===== config.mk =====
export PLATFORM = sky130hd
export DESIGN_NAME = cmv_regs
export DESIGN_NICKNAME = d
export VERILOG_FILES = /design/src/inc/cmv_pkg.sv /design/src/design/cmv_regs.sv /design/src/design/cmv_field_check.sv
export VERILOG_INCLUDE_DIRS = /design/src /design/src/inc
export SDC_FILE = /design/constraint.sdc
export NUM_CORES = 1
export LEC_CHECK = 0
export BUFFER_PORTS_ARGS = -buffer_cell sky130_fd_sc_hd__buf_2
export CAP_MARGIN = 25
export CORE_MARGIN = 2
export CORE_UTILIZATION = 45
export DETAILED_ROUTE_END_ITERATION = 8
export GPL_TIMING_DRIVEN = 0
export MAX_ROUTING_LAYER = met4
export PLACE_DENSITY = 0.71
export SYNTH_ARGS = -nofsm -noshare
export SYNTH_HDL_FRONTEND = slang
export SYNTH_SLANG_ARGS = --single-unit

===== constraint.sdc =====
create_clock -name ref_clk_i -period 2.9 [get_ports ref_clk_i]
set_input_delay 0.87 -clock ref_clk_i [delete_from_list [all_inputs] [get_ports ref_clk_i]]
set_output_delay 0.87 -clock ref_clk_i [all_outputs]
set_load 0.1 [all_outputs]

===== src/inc/cmv_defines.svh =====
// Notes on behaviour
// - Each voltage setting is one 16-bit command made of a low byte and a high byte at adjacent addresses.
// - Charge voltage writes from 1.024 V to 19.200 V in 16 mV steps are accepted.
// - Nonzero charge voltage writes below 1.024 V or above 19.200 V are discarded.
// - At power-on the charge voltage loads 4192, 8400, 12592 or 16800 mV from the cell-count pin.
// - Once input power is good, a charge current write starts charging right after that write unless a zero charge voltage write lands in the same cycle.
// - Writing zero to the charge voltage restores its pin default and forces the charge current to zero.
// - Charge voltage is 11 bits: high byte bits 6-0 hold bits 10-4, low byte bits 7-4 hold bits 3-0.
// - A 1 in a reserved upper bit of either high byte makes the write invalid.
// - Reserved low bits (3-0 charge voltage, 7-0 floor voltage) are ignored on write.
// - Floor voltage writes from 1.024 V to 16.128 V in 256 mV steps are accepted.
// - Floor voltage writes below 1.024 V or above 16.128 V are discarded.
// - At power-on the floor voltage loads 3.584, 6.144, 9.216 or 12.288 V from the cell-count pin.
// - Floor voltage is 6 bits in high byte bits 5-0, weights 8192 mV down to 256 mV.
`ifndef CMV_DEFINES_SVH
`define CMV_DEFINES_SVH

`define CMV_ADDR_CV_LO 8'h04
`define CMV_ADDR_CV_HI 8'h05
`define CMV_ADDR_MS_LO 8'h0C
`define CMV_ADDR_MS_HI 8'h0D

`define CMV_CV_HI_RSVD 8'h80
`define CMV_MS_HI_RSVD 8'hC0
`define CMV_CV_LO_SHIFT 4

`define CMV_CV_MIN 11'h040
`define CMV_CV_MAX 11'h4B0
`define CMV_CV_DEF_1S 11'h106
`define CMV_CV_DEF_2S 11'h20D
`define CMV_CV_DEF_3S 11'h313
`define CMV_CV_DEF_4S 11'h41A

`define CMV_MS_MIN 6'h04
`define CMV_MS_MAX 6'h3F
`define CMV_MS_DEF_1S 6'h0E
`define CMV_MS_DEF_2S 6'h18
`define CMV_MS_DEF_3S 6'h24
`define CMV_MS_DEF_4S 6'h30

`endif


===== src/inc/cmv_pkg.sv =====
package cmv_pkg;

  typedef logic [10:0] cmv_cv_t;
  typedef logic [5:0] cmv_ms_t;

  typedef struct packed {
    logic wr;
    logic rd;
    logic [7:0] addr;
    logic [7:0] data;
  } cmv_req_s;

endpackage : cmv_pkg


===== src/design/cmv_regs.sv =====
`timescale 1ns/1ps
`default_nettype none
`include "cmv_defines.svh"
module cmv_regs (
  input wire logic ref_clk_i,
  input wire logic resetn_i,
  input wire cmv_pkg::cmv_req_s req_i,
  input wire logic [1:0] cell_count_select_pin_i,
  input wire logic input_power_good_i,
  input wire logic charge_current_write_i,
  output logic [7:0] rdata_o,
  output logic rvalid_o,
  output cmv_pkg::cmv_cv_t charge_voltage_setting_o,
  output cmv_pkg::cmv_ms_t system_floor_voltage_setting_o,
  output logic charge_current_clear_o,
  output logic charge_start_o,
  output logic charge_voltage_programmed_o,
  output logic write_rejected_o
);

  function automatic cmv_pkg::cmv_cv_t cv_default(input logic [1:0] cells);
    cmv_pkg::cmv_cv_t v;
    v = `CMV_CV_DEF_1S;
    unique case (cells)
      2'h0: v = `CMV_CV_DEF_1S;
      2'h1: v = `CMV_CV_DEF_2S;
      2'h2: v = `CMV_CV_DEF_3S;
      2'h3: v = `CMV_CV_DEF_4S;
    endcase
    return v;
  endfunction : cv_default

  function automatic cmv_pkg::cmv_ms_t ms_default(input logic [1:0] cells);
    cmv_pkg::cmv_ms_t v;
    v = `CMV_MS_DEF_1S;
    unique case (cells)
      2'h0: v = `CMV_MS_DEF_1S;
      2'h1: v = `CMV_MS_DEF_2S;
      2'h2: v = `CMV_MS_DEF_3S;
      2'h3: v = `CMV_MS_DEF_4S;
    endcase
    return v;
  endfunction : ms_default

  cmv_pkg::cmv_cv_t cv_q;
  cmv_pkg::cmv_cv_t cv_d;
  cmv_pkg::cmv_ms_t ms_q;
  cmv_pkg::cmv_ms_t ms_d;
  logic [7:0] cv_lo_q;
  logic load_pending_q;
  logic [7:0] rdata_q;
  logic [7:0] rdata_d;
  logic rvalid_q;
  logic clear_q;
  logic start_q;
  logic programmed_q;
  logic programmed_d;
  logic reject_q;

  // Address decode
  wire logic wr_cv_lo;
  wire logic wr_cv_hi;
  wire logic wr_ms_hi;
  assign wr_cv_lo = req_i.wr && (req_i.addr == `CMV_ADDR_CV_LO);
  assign wr_cv_hi = req_i.wr && (req_i.addr == `CMV_ADDR_CV_HI);
  assign wr_ms_hi = req_i.wr && (req_i.addr == `CMV_ADDR_MS_HI);

  // Assembled 16-bit charge voltage command; floor voltage field taken from the high byte alone
  wire logic [15:0] cv_cmd;
  wire cmv_pkg::cmv_cv_t cv_field;
  wire cmv_pkg::cmv_ms_t ms_field;
  wire logic cv_rsvd;
  wire logic ms_rsvd;
  wire logic cv_zero;
  wire logic cv_ok;
  wire logic ms_ok;
  assign cv_cmd = {req_i.data, cv_lo_q};
  assign cv_field = {cv_cmd[14:8], cv_cmd[7:4]};
  assign ms_field = req_i.data[5:0];
  assign cv_rsvd = |(req_i.data & `CMV_CV_HI_RSVD);
  assign ms_rsvd = |(req_i.data & `CMV_MS_HI_RSVD);
  assign cv_zero = (cv_field == '0) && !cv_rsvd;

  cmv_field_check #(
    .W(11),
    .MIN_CODE(`CMV_CV_MIN),
    .MAX_CODE(`CMV_CV_MAX)
  ) u_cv_check (
    .field_i(cv_field),
    .rsvd_set_i(cv_rsvd),
    .ok_o(cv_ok)
  );

  cmv_field_check #(
    .W(6),
    .MIN_CODE(`CMV_MS_MIN),
    .MAX_CODE(`CMV_MS_MAX)
  ) u_ms_check (
    .field_i(ms_field),
    .rsvd_set_i(ms_rsvd),
    .ok_o(ms_ok)
  );

  wire logic cv_accept;
  wire logic cv_restore;
  wire logic ms_accept;
  wire logic any_reject;
  assign cv_accept = wr_cv_hi && cv_ok && !load_pending_q;
  assign cv_restore = wr_cv_hi && cv_zero && !load_pending_q;
  assign ms_accept = wr_ms_hi && ms_ok && !load_pending_q;
  assign any_reject = (wr_cv_hi && !cv_ok && !cv_zero) || (wr_ms_hi && !ms_ok);

  // Next setting values
  always_comb begin
    cv_d = cv_q;
    if (load_pending_q) begin
      cv_d = cv_default(cell_count_select_pin_i);
    end else if (cv_restore) begin
      cv_d = cv_default(cell_count_select_pin_i);
    end else if (cv_accept) begin
      cv_d = cv_field;
    end
  end

  always_comb begin
    ms_d = ms_q;
    if (load_pending_q) begin
      ms_d = ms_default(cell_count_select_pin_i);
    end else if (ms_accept) begin
      ms_d = ms_field;
    end
  end

  // Voltage programmed since input power became good
  always_comb begin
    programmed_d = programmed_q;
    if (!input_power_good_i) begin
      programmed_d = 1'b0;
    end else if (cv_accept) begin
      programmed_d = 1'b1;
    end
  end

  // Read mux, reserved bits read zero
  always_comb begin
    rdata_d = 8'h00;
    unique case (req_i.addr)
      `CMV_ADDR_CV_LO: rdata_d = {cv_q[3:0], 4'h0};
      `CMV_ADDR_CV_HI: rdata_d = {1'b0, cv_q[10:4]};
      `CMV_ADDR_MS_HI: rdata_d = {2'h0, ms_q};
      default: rdata_d = 8'h00;
    endcase
  end

  always_ff @(posedge ref_clk_i) begin
    if (!resetn_i) begin
      cv_q <= '0;
      ms_q <= '0;
      load_pending_q <= 1'b1;
    end else begin
      cv_q <= cv_d;
      ms_q <= ms_d;
      load_pending_q <= 1'b0;
    end
  end

  always_ff @(posedge ref_clk_i) begin
    if (!resetn_i) begin
      cv_lo_q <= 8'h00;
    end else if (wr_cv_lo) begin
      cv_lo_q <= req_i.data;
    end
  end

  always_ff @(posedge ref_clk_i) begin
    if (!resetn_i) begin
      rdata_q <= 8'h00;
      rvalid_q <= 1'b0;
    end else begin
      rdata_q <= req_i.rd ? rdata_d : rdata_q;
      rvalid_q <= req_i.rd;
    end
  end

  always_ff @(posedge ref_clk_i) begin
    if (!resetn_i) begin
      clear_q <= 1'b0;
      start_q <= 1'b0;
      programmed_q <= 1'b0;
      reject_q <= 1'b0;
    end else begin
      clear_q <= cv_restore;
      start_q <= charge_current_write_i && input_power_good_i && !cv_restore;
      programmed_q <= programmed_d;
      reject_q <= any_reject;
    end
  end

  assign rdata_o = rdata_q;
  assign rvalid_o = rvalid_q;
  assign charge_voltage_setting_o = cv_q;
  assign system_floor_voltage_setting_o = ms_q;
  assign charge_current_clear_o = clear_q;
  assign charge_start_o = start_q;
  assign charge_voltage_programmed_o = programmed_q;
  assign write_rejected_o = reject_q;
endmodule : cmv_regs
`default_nettype wire


===== src/design/cmv_field_check.sv =====
`timescale 1ns/1ps
`default_nettype none
module cmv_field_check #(
  parameter int W = 11,
  parameter logic [W-1:0] MIN_CODE = '0,
  parameter logic [W-1:0] MAX_CODE = '1
) (
  input wire logic [W-1:0] field_i,
  input wire logic rsvd_set_i,
  output logic ok_o
);

  wire logic in_range;

  assign in_range = (field_i >= MIN_CODE) && (field_i <= MAX_CODE);
  assign ok_o = in_range && !rsvd_set_i;

endmodule : cmv_field_check
`default_nettype wire


# After elaboration in Yosys (flattened, before gate mapping)
# Index checks and enable logic that the tools add are counted.
# word_totals
reg_bits	39
out_inout_bits	30
word_cells	62
# classes
n_lt_le_gt_ge	4
eq_ne	6
mux	9
n_reduce_logical	33
# op_table
cell	count
11-bit one-hot mux with 4 select lines	1
11-bit 2-to-1 mux	3
6-bit one-hot mux with 4 select lines	1
8-bit one-hot mux with 3 select lines	1
1-bit logical AND	19
8-bit by 3-bit equality test with 1-bit output (second input constant)	2
6-bit 2-to-1 mux	2
11-bit by 7-bit >= comparator with 1-bit output (second input constant)	1
11-bit less-or-equal comparator (second input constant)	1
11-bit zero test	1
8-bit by 4-bit equality test with 1-bit output (second input constant)	1
1-bit zero test	7
6-bit by 3-bit >= comparator with 1-bit output (second input constant)	1
6-bit less-or-equal comparator (second input constant)	1
2-bit equality test (second input constant)	2
3-bit nonzero test	1
2-bit by 1-bit equality test with 1-bit output (second input constant)	1
2-bit zero test	1
2-bit AND reduction	1
2-bit nonzero test	1
2-bit OR reduction	1
1-bit logical OR	1
1-bit 2-to-1 mux	1

# Longest topological paths before layout
# logic_depth
depth_word	8
ltp_mapped	7
mapped_depth_nobuf	6

# By module
# A second synthesis with hierarchy kept.
# hier_totals
cells_unflattened	196
area_unflattened_um2	1745.4
# modules_own_cells
mod	n_inst	cells_each	area_per_inst_um2	seq_area_each_um2
cmv_regs	1	187	1680.4	700.7
cmv_field_check at u_cv_check	1	7	55.1	0.0
cmv_field_check at u_ms_check	1	2	10.0	0.0

# Least setup slack after synthesis
# No wires, ideal clock.
# synth_timing
path_type	input to register
start	input port req_i[2] in the netlist's numbering
end	register cv_q[9], in the netlist charge_voltage_setting_o[9]
setup_time_ns	0.123
arrival_ns	2.401
t_required_ns	2.777
setup_slack_ns	0.376
cell_stages	7
path_cell_list	a211o_1 -> mux2_4 -> or4_4 -> buf_6 -> buf_12 -> nor4_1 -> nor3_1
# synth_between
elab_chain_cells	6
elab_cells_between_ends	13
cone_classes	order compare: 2; mux: 2; reduce/logical: 9
# synth_lines
item	line	text
start: declaration	cmv_regs.sv:7	input wire cmv_pkg::cmv_req_s req_i,
11-bit by 7-bit >= comparator with 1-bit output, or another cell as far along	cmv_field_check.sv:15	assign in_range = (field_i >= MIN_CODE) && (field_i <= MAX_CODE);
1-bit logical AND (on tied branches)	cmv_field_check.sv:15, cmv_regs.sv:82	
1-bit logical AND (on tied branches)	cmv_field_check.sv:16, cmv_regs.sv:109	
1-bit logical AND (on tied branches)	cmv_regs.sv:108, cmv_regs.sv:109	
1-bit logical AND or 11-bit 2-to-1 mux (tied branches)	cmv_regs.sv:108, cmv_regs.sv:118	
3-bit nonzero test (no line) or 11-bit 2-to-1 mux (tied branches)	n/a	
end signal: assignment	cmv_regs.sv:161	cv_q <= cv_d;
end: declaration	cmv_regs.sv:45	cmv_pkg::cmv_cv_t cv_q;
# Parallel ways exist; a longest one is shown, timed or not.
# A chain may end at the register's enable or synchronous reset.

# Final worst setup path
# Same ends and word-level chain as after synthesis.

==> out/metrics.csv <==
stage;metric;value;unit
placed_design;pre_cts_ws;0.145;ns
synth;synthesis.area;0.00168;mm2
global_route;overflow;0;
pwr;power.density;513;mW/mm2
global_route;grt_pass1_wl;6930;um
die;fp-row-count;22;
setup_path;r2r_cells;7;
setup_path;critPathSlowestCell;or4_4;
sta;layout_setup_ws;0.440;ns
setup_path;startpoint;req_i[2];
sta;maxSlewHeadroom;0.580;
cts;clk-insertion-delay-late;0.29;ns
setup_path;rrSetupSlack;0.79;ns
synth;synth_edf_count;0;
setup_path;crit_end;charge_voltage_setting_o[9]$_SDFFE_PN0P_;
sta;clock_skew;0.00408;ns
cts;cts_buffer_depth;2;
synth;yosysTopAreaCellShare;0.416;
global_route;grt_pass1_vias;1428;
setup_path;worstPathCellList;buf_2 -> a211o_1 -> mux2_4 -> or4_4 -> buf_6 -> buf_12 -> nor4_1 -> nor3_1;
cts;post_cts_buffers;0;
placed_design;dp_cells;279;
synth;yosysUniqueCellTypes;39;
detailed_routing;postRouteAntennaNets;0;
synth;syn-num-nets;209;
placed_design;placed_area;0.00200;mm2
cells_and_area;layout-area-overhead-vs-synth;23.8;%
synth;async_flop_share;0;
worst_hold_path;hp-class;reg -> reg;
detailed_routing;via_per_inst;5.22;
cts;holdBufCountCts;0;
cells_and_area;num_antenna_cells;0;
setup_path;criticalPathCategory;in -> reg;
cells_and_area;finish.net_count;267;
synth;synth-seq-area-share;0.416;
setup_path;required;3.07;ns
synth;synthCells;180;
cells_and_area;layout.cells.non_filler;287;
sta;hold_viol;0;
detailed_routing;postRouteWirelength;4080;um
global_route;grtUsageTotal;0.219;
cts;cts_resized;0;
cells_and_area;drive_gt1_frac;0.280;
setup_path;cpPeakStageDelay;0.48;ns
die;die_w;65.2;um
detailed_routing;wire_per_inst;14.2;um
global_route;antenna_found_initial;0;
cells_and_area;postLayoutCellArea;0.00208;mm2
synth;yosys-top-cells-area;dfxtp_1, mux2i_1, a21oi_1, nor2_1, ha_1;
worst_hold_path;whs_path_depth;2;
setup_path;reg2reg_from;cv_lo_q[4]$_SDFFE_PN0P_;
cts;clkSinkCount;35;
die;num_io_pins;54;
setup_path;cp_max_fo;10;
sta;fmax;406;MHz
pwr;p_leak;0.994;nW
die;die-area;0.00425;mm2
die;fp.dieH;65.2;um
status;status;finished clean;
placed_design;io_buffers;51;
pwr;vdd_drop_max;0.222;mV
synth;yosysWarnings;0;
cts;cts_root_buffer;clkbuf_8;
sta;finalSetupTns;0;ns
sta;layout_min_cycle_time;2.46;ns
die;core;0.00363;mm2
setup_path;r2r_end;charge_voltage_setting_o[9]$_SDFFE_PN0P_;
sta;finalSetupViolCount;0;
placed_design;dp_hpwl;3140;um
synth;yosysMostFrequentCell;dfxtp_1;
detailed_routing;via_count;1499;
synth;yosys.area.top_type;dfxtp_1;
setup_path;end_kind;register;
sta;worst_pin_slew;0.627;ns
detailed_routing;drt_pass1_iterations;4;
setup_path;cp-start-kind;primary input;
synth;synth_ff_type;dfxtp_1;
sta;slew_violations;0;
cts;htreeDepth;2;
placed_design;routabilityCongestion;0.868;
detailed_routing;route.detailed.drc;0;
die;start_util;0.463;
global_route;grt_max_degree;12;
synth;avgSynthCellArea;9.35;um2
detailed_routing;dr.first_iter.drc_count;96;
sta;rsz0062_at_grt;false;
synth;netlist_top_cells_count;dfxtp_1, mux2i_1, nor2_1, a21oi_1, nand3_1;
cts;clk_pin_slew;0.07;ns
synth;synth-seq-cells;35;
cells_and_area;fin_util;0.573;
setup_path;arrival;2.63;ns
cts;cts_tree;yes;
run;cap_violations;0;
sta;fin_crit_sh;0.848;
cts;cts_buffers;5;
[power breakdown]
part / switching [mW] / leakage [nW] / total [mW] / internal [mW]
logic: 0.168 / 0.667 / 0.220 / 0.0519
clock network: 0.173 / 0.0412 / 0.341 / 0.168
registers: 0.0115 / 0.286 / 0.507 / 0.496
[per-layer routing]
layer,routed length (um),track usage
met1,1930,0.282
met2,1880,0.344
met3,215,0.0479
met4,57,0.0781
met5,0,-
[metrics by stage]
stage | total power [mW] | hold slack, ns
final | 1.07 | 0.469
after global routing | 1.12 | 0.487
after CTS | 1.07 | 0.471
after detailed placement | 0.738 | 0.459
after global placement | 0.737 | 0.457
after floorplan | 0.682 | 0.483
[state kept, by name, summed over array words and instances (netlist names)]
register                        cells
charge_voltage_setting_o           11
rdata_o                             8
system_floor_voltage_setting_o      6
cv_lo_q                             4
charge_current_clear_o              1
charge_start_o                      1
charge_voltage_programmed_o         1
load_pending_q                      1
rvalid_o                            1
write_rejected_o                    1
[area by class of cell]
cell class,count,area [um2]
clock inverter,2,12.5
fill,351,1550
inverter,7,26.3
multi-input combinational,130,895
clock buffer,6,72.6
timing repair buffer,51,255
buffer,8,61.3
tap,48,60.1
sequential,35,701
[worst max-delay path: cells and delay by family]
family | cells | cell delay (ns)
buffers and inverters | 3 | 0.42
AND/OR/NAND/NOR | 3 | 0.78
AO/OA/AOI/OAI | 1 | 0.30
multiplexers | 1 | 0.26
[placed cells by master, fill, tap and decap left out, drive strengths merged, types with 4 or more instances in the layout]
cell type	netlist	routed
a21oi	16	16
a2bb2oi	4	4
buf	6	57
clkbuf	2	8
dfxtp	35	35
ha	5	5
inv	6	6
mux2i	26	26
nand2	6	6
nand2b	4	4
nand3	9	9
nor2	20	20
nor4	4	4
o21ai	10	10
[kinds of logic after synthesis]
kind of cell | count (synthesis) | share of synthesized area
fa+ha+maj | 5 | 0.0372
compound gates | 39 | 0.141
flops | 35 | 0.416
simple gates | 58 | 0.184
mux | 28 | 0.170
buf+inv | 15 | 0.0520
[how the worst min path moves through the flow]
stage / startpoint / end
6_report: rdata_o[6]$_SDFFE_PN0P_ / rdata_o[6]$_SDFFE_PN0P_
5_1_grt: rdata_o[5]$_SDFFE_PN0P_ / rdata_o[5]$_SDFFE_PN0P_
4_1_cts: rdata_o[6]$_SDFFE_PN0P_ / rdata_o[6]$_SDFFE_PN0P_
3_5_place_dp: rdata_o[6]$_SDFFE_PN0P_ / rdata_o[6]$_SDFFE_PN0P_
3_3_place_gp: rdata_o[7]$_SDFFE_PN0P_ / rdata_o[7]$_SDFFE_PN0P_
2_1_floorplan: cv_lo_q[4]$_SDFFE_PN0P_ / cv_lo_q[4]$_SDFFE_PN0P_
No activity file was read; power rests on OpenSTA's default activity.
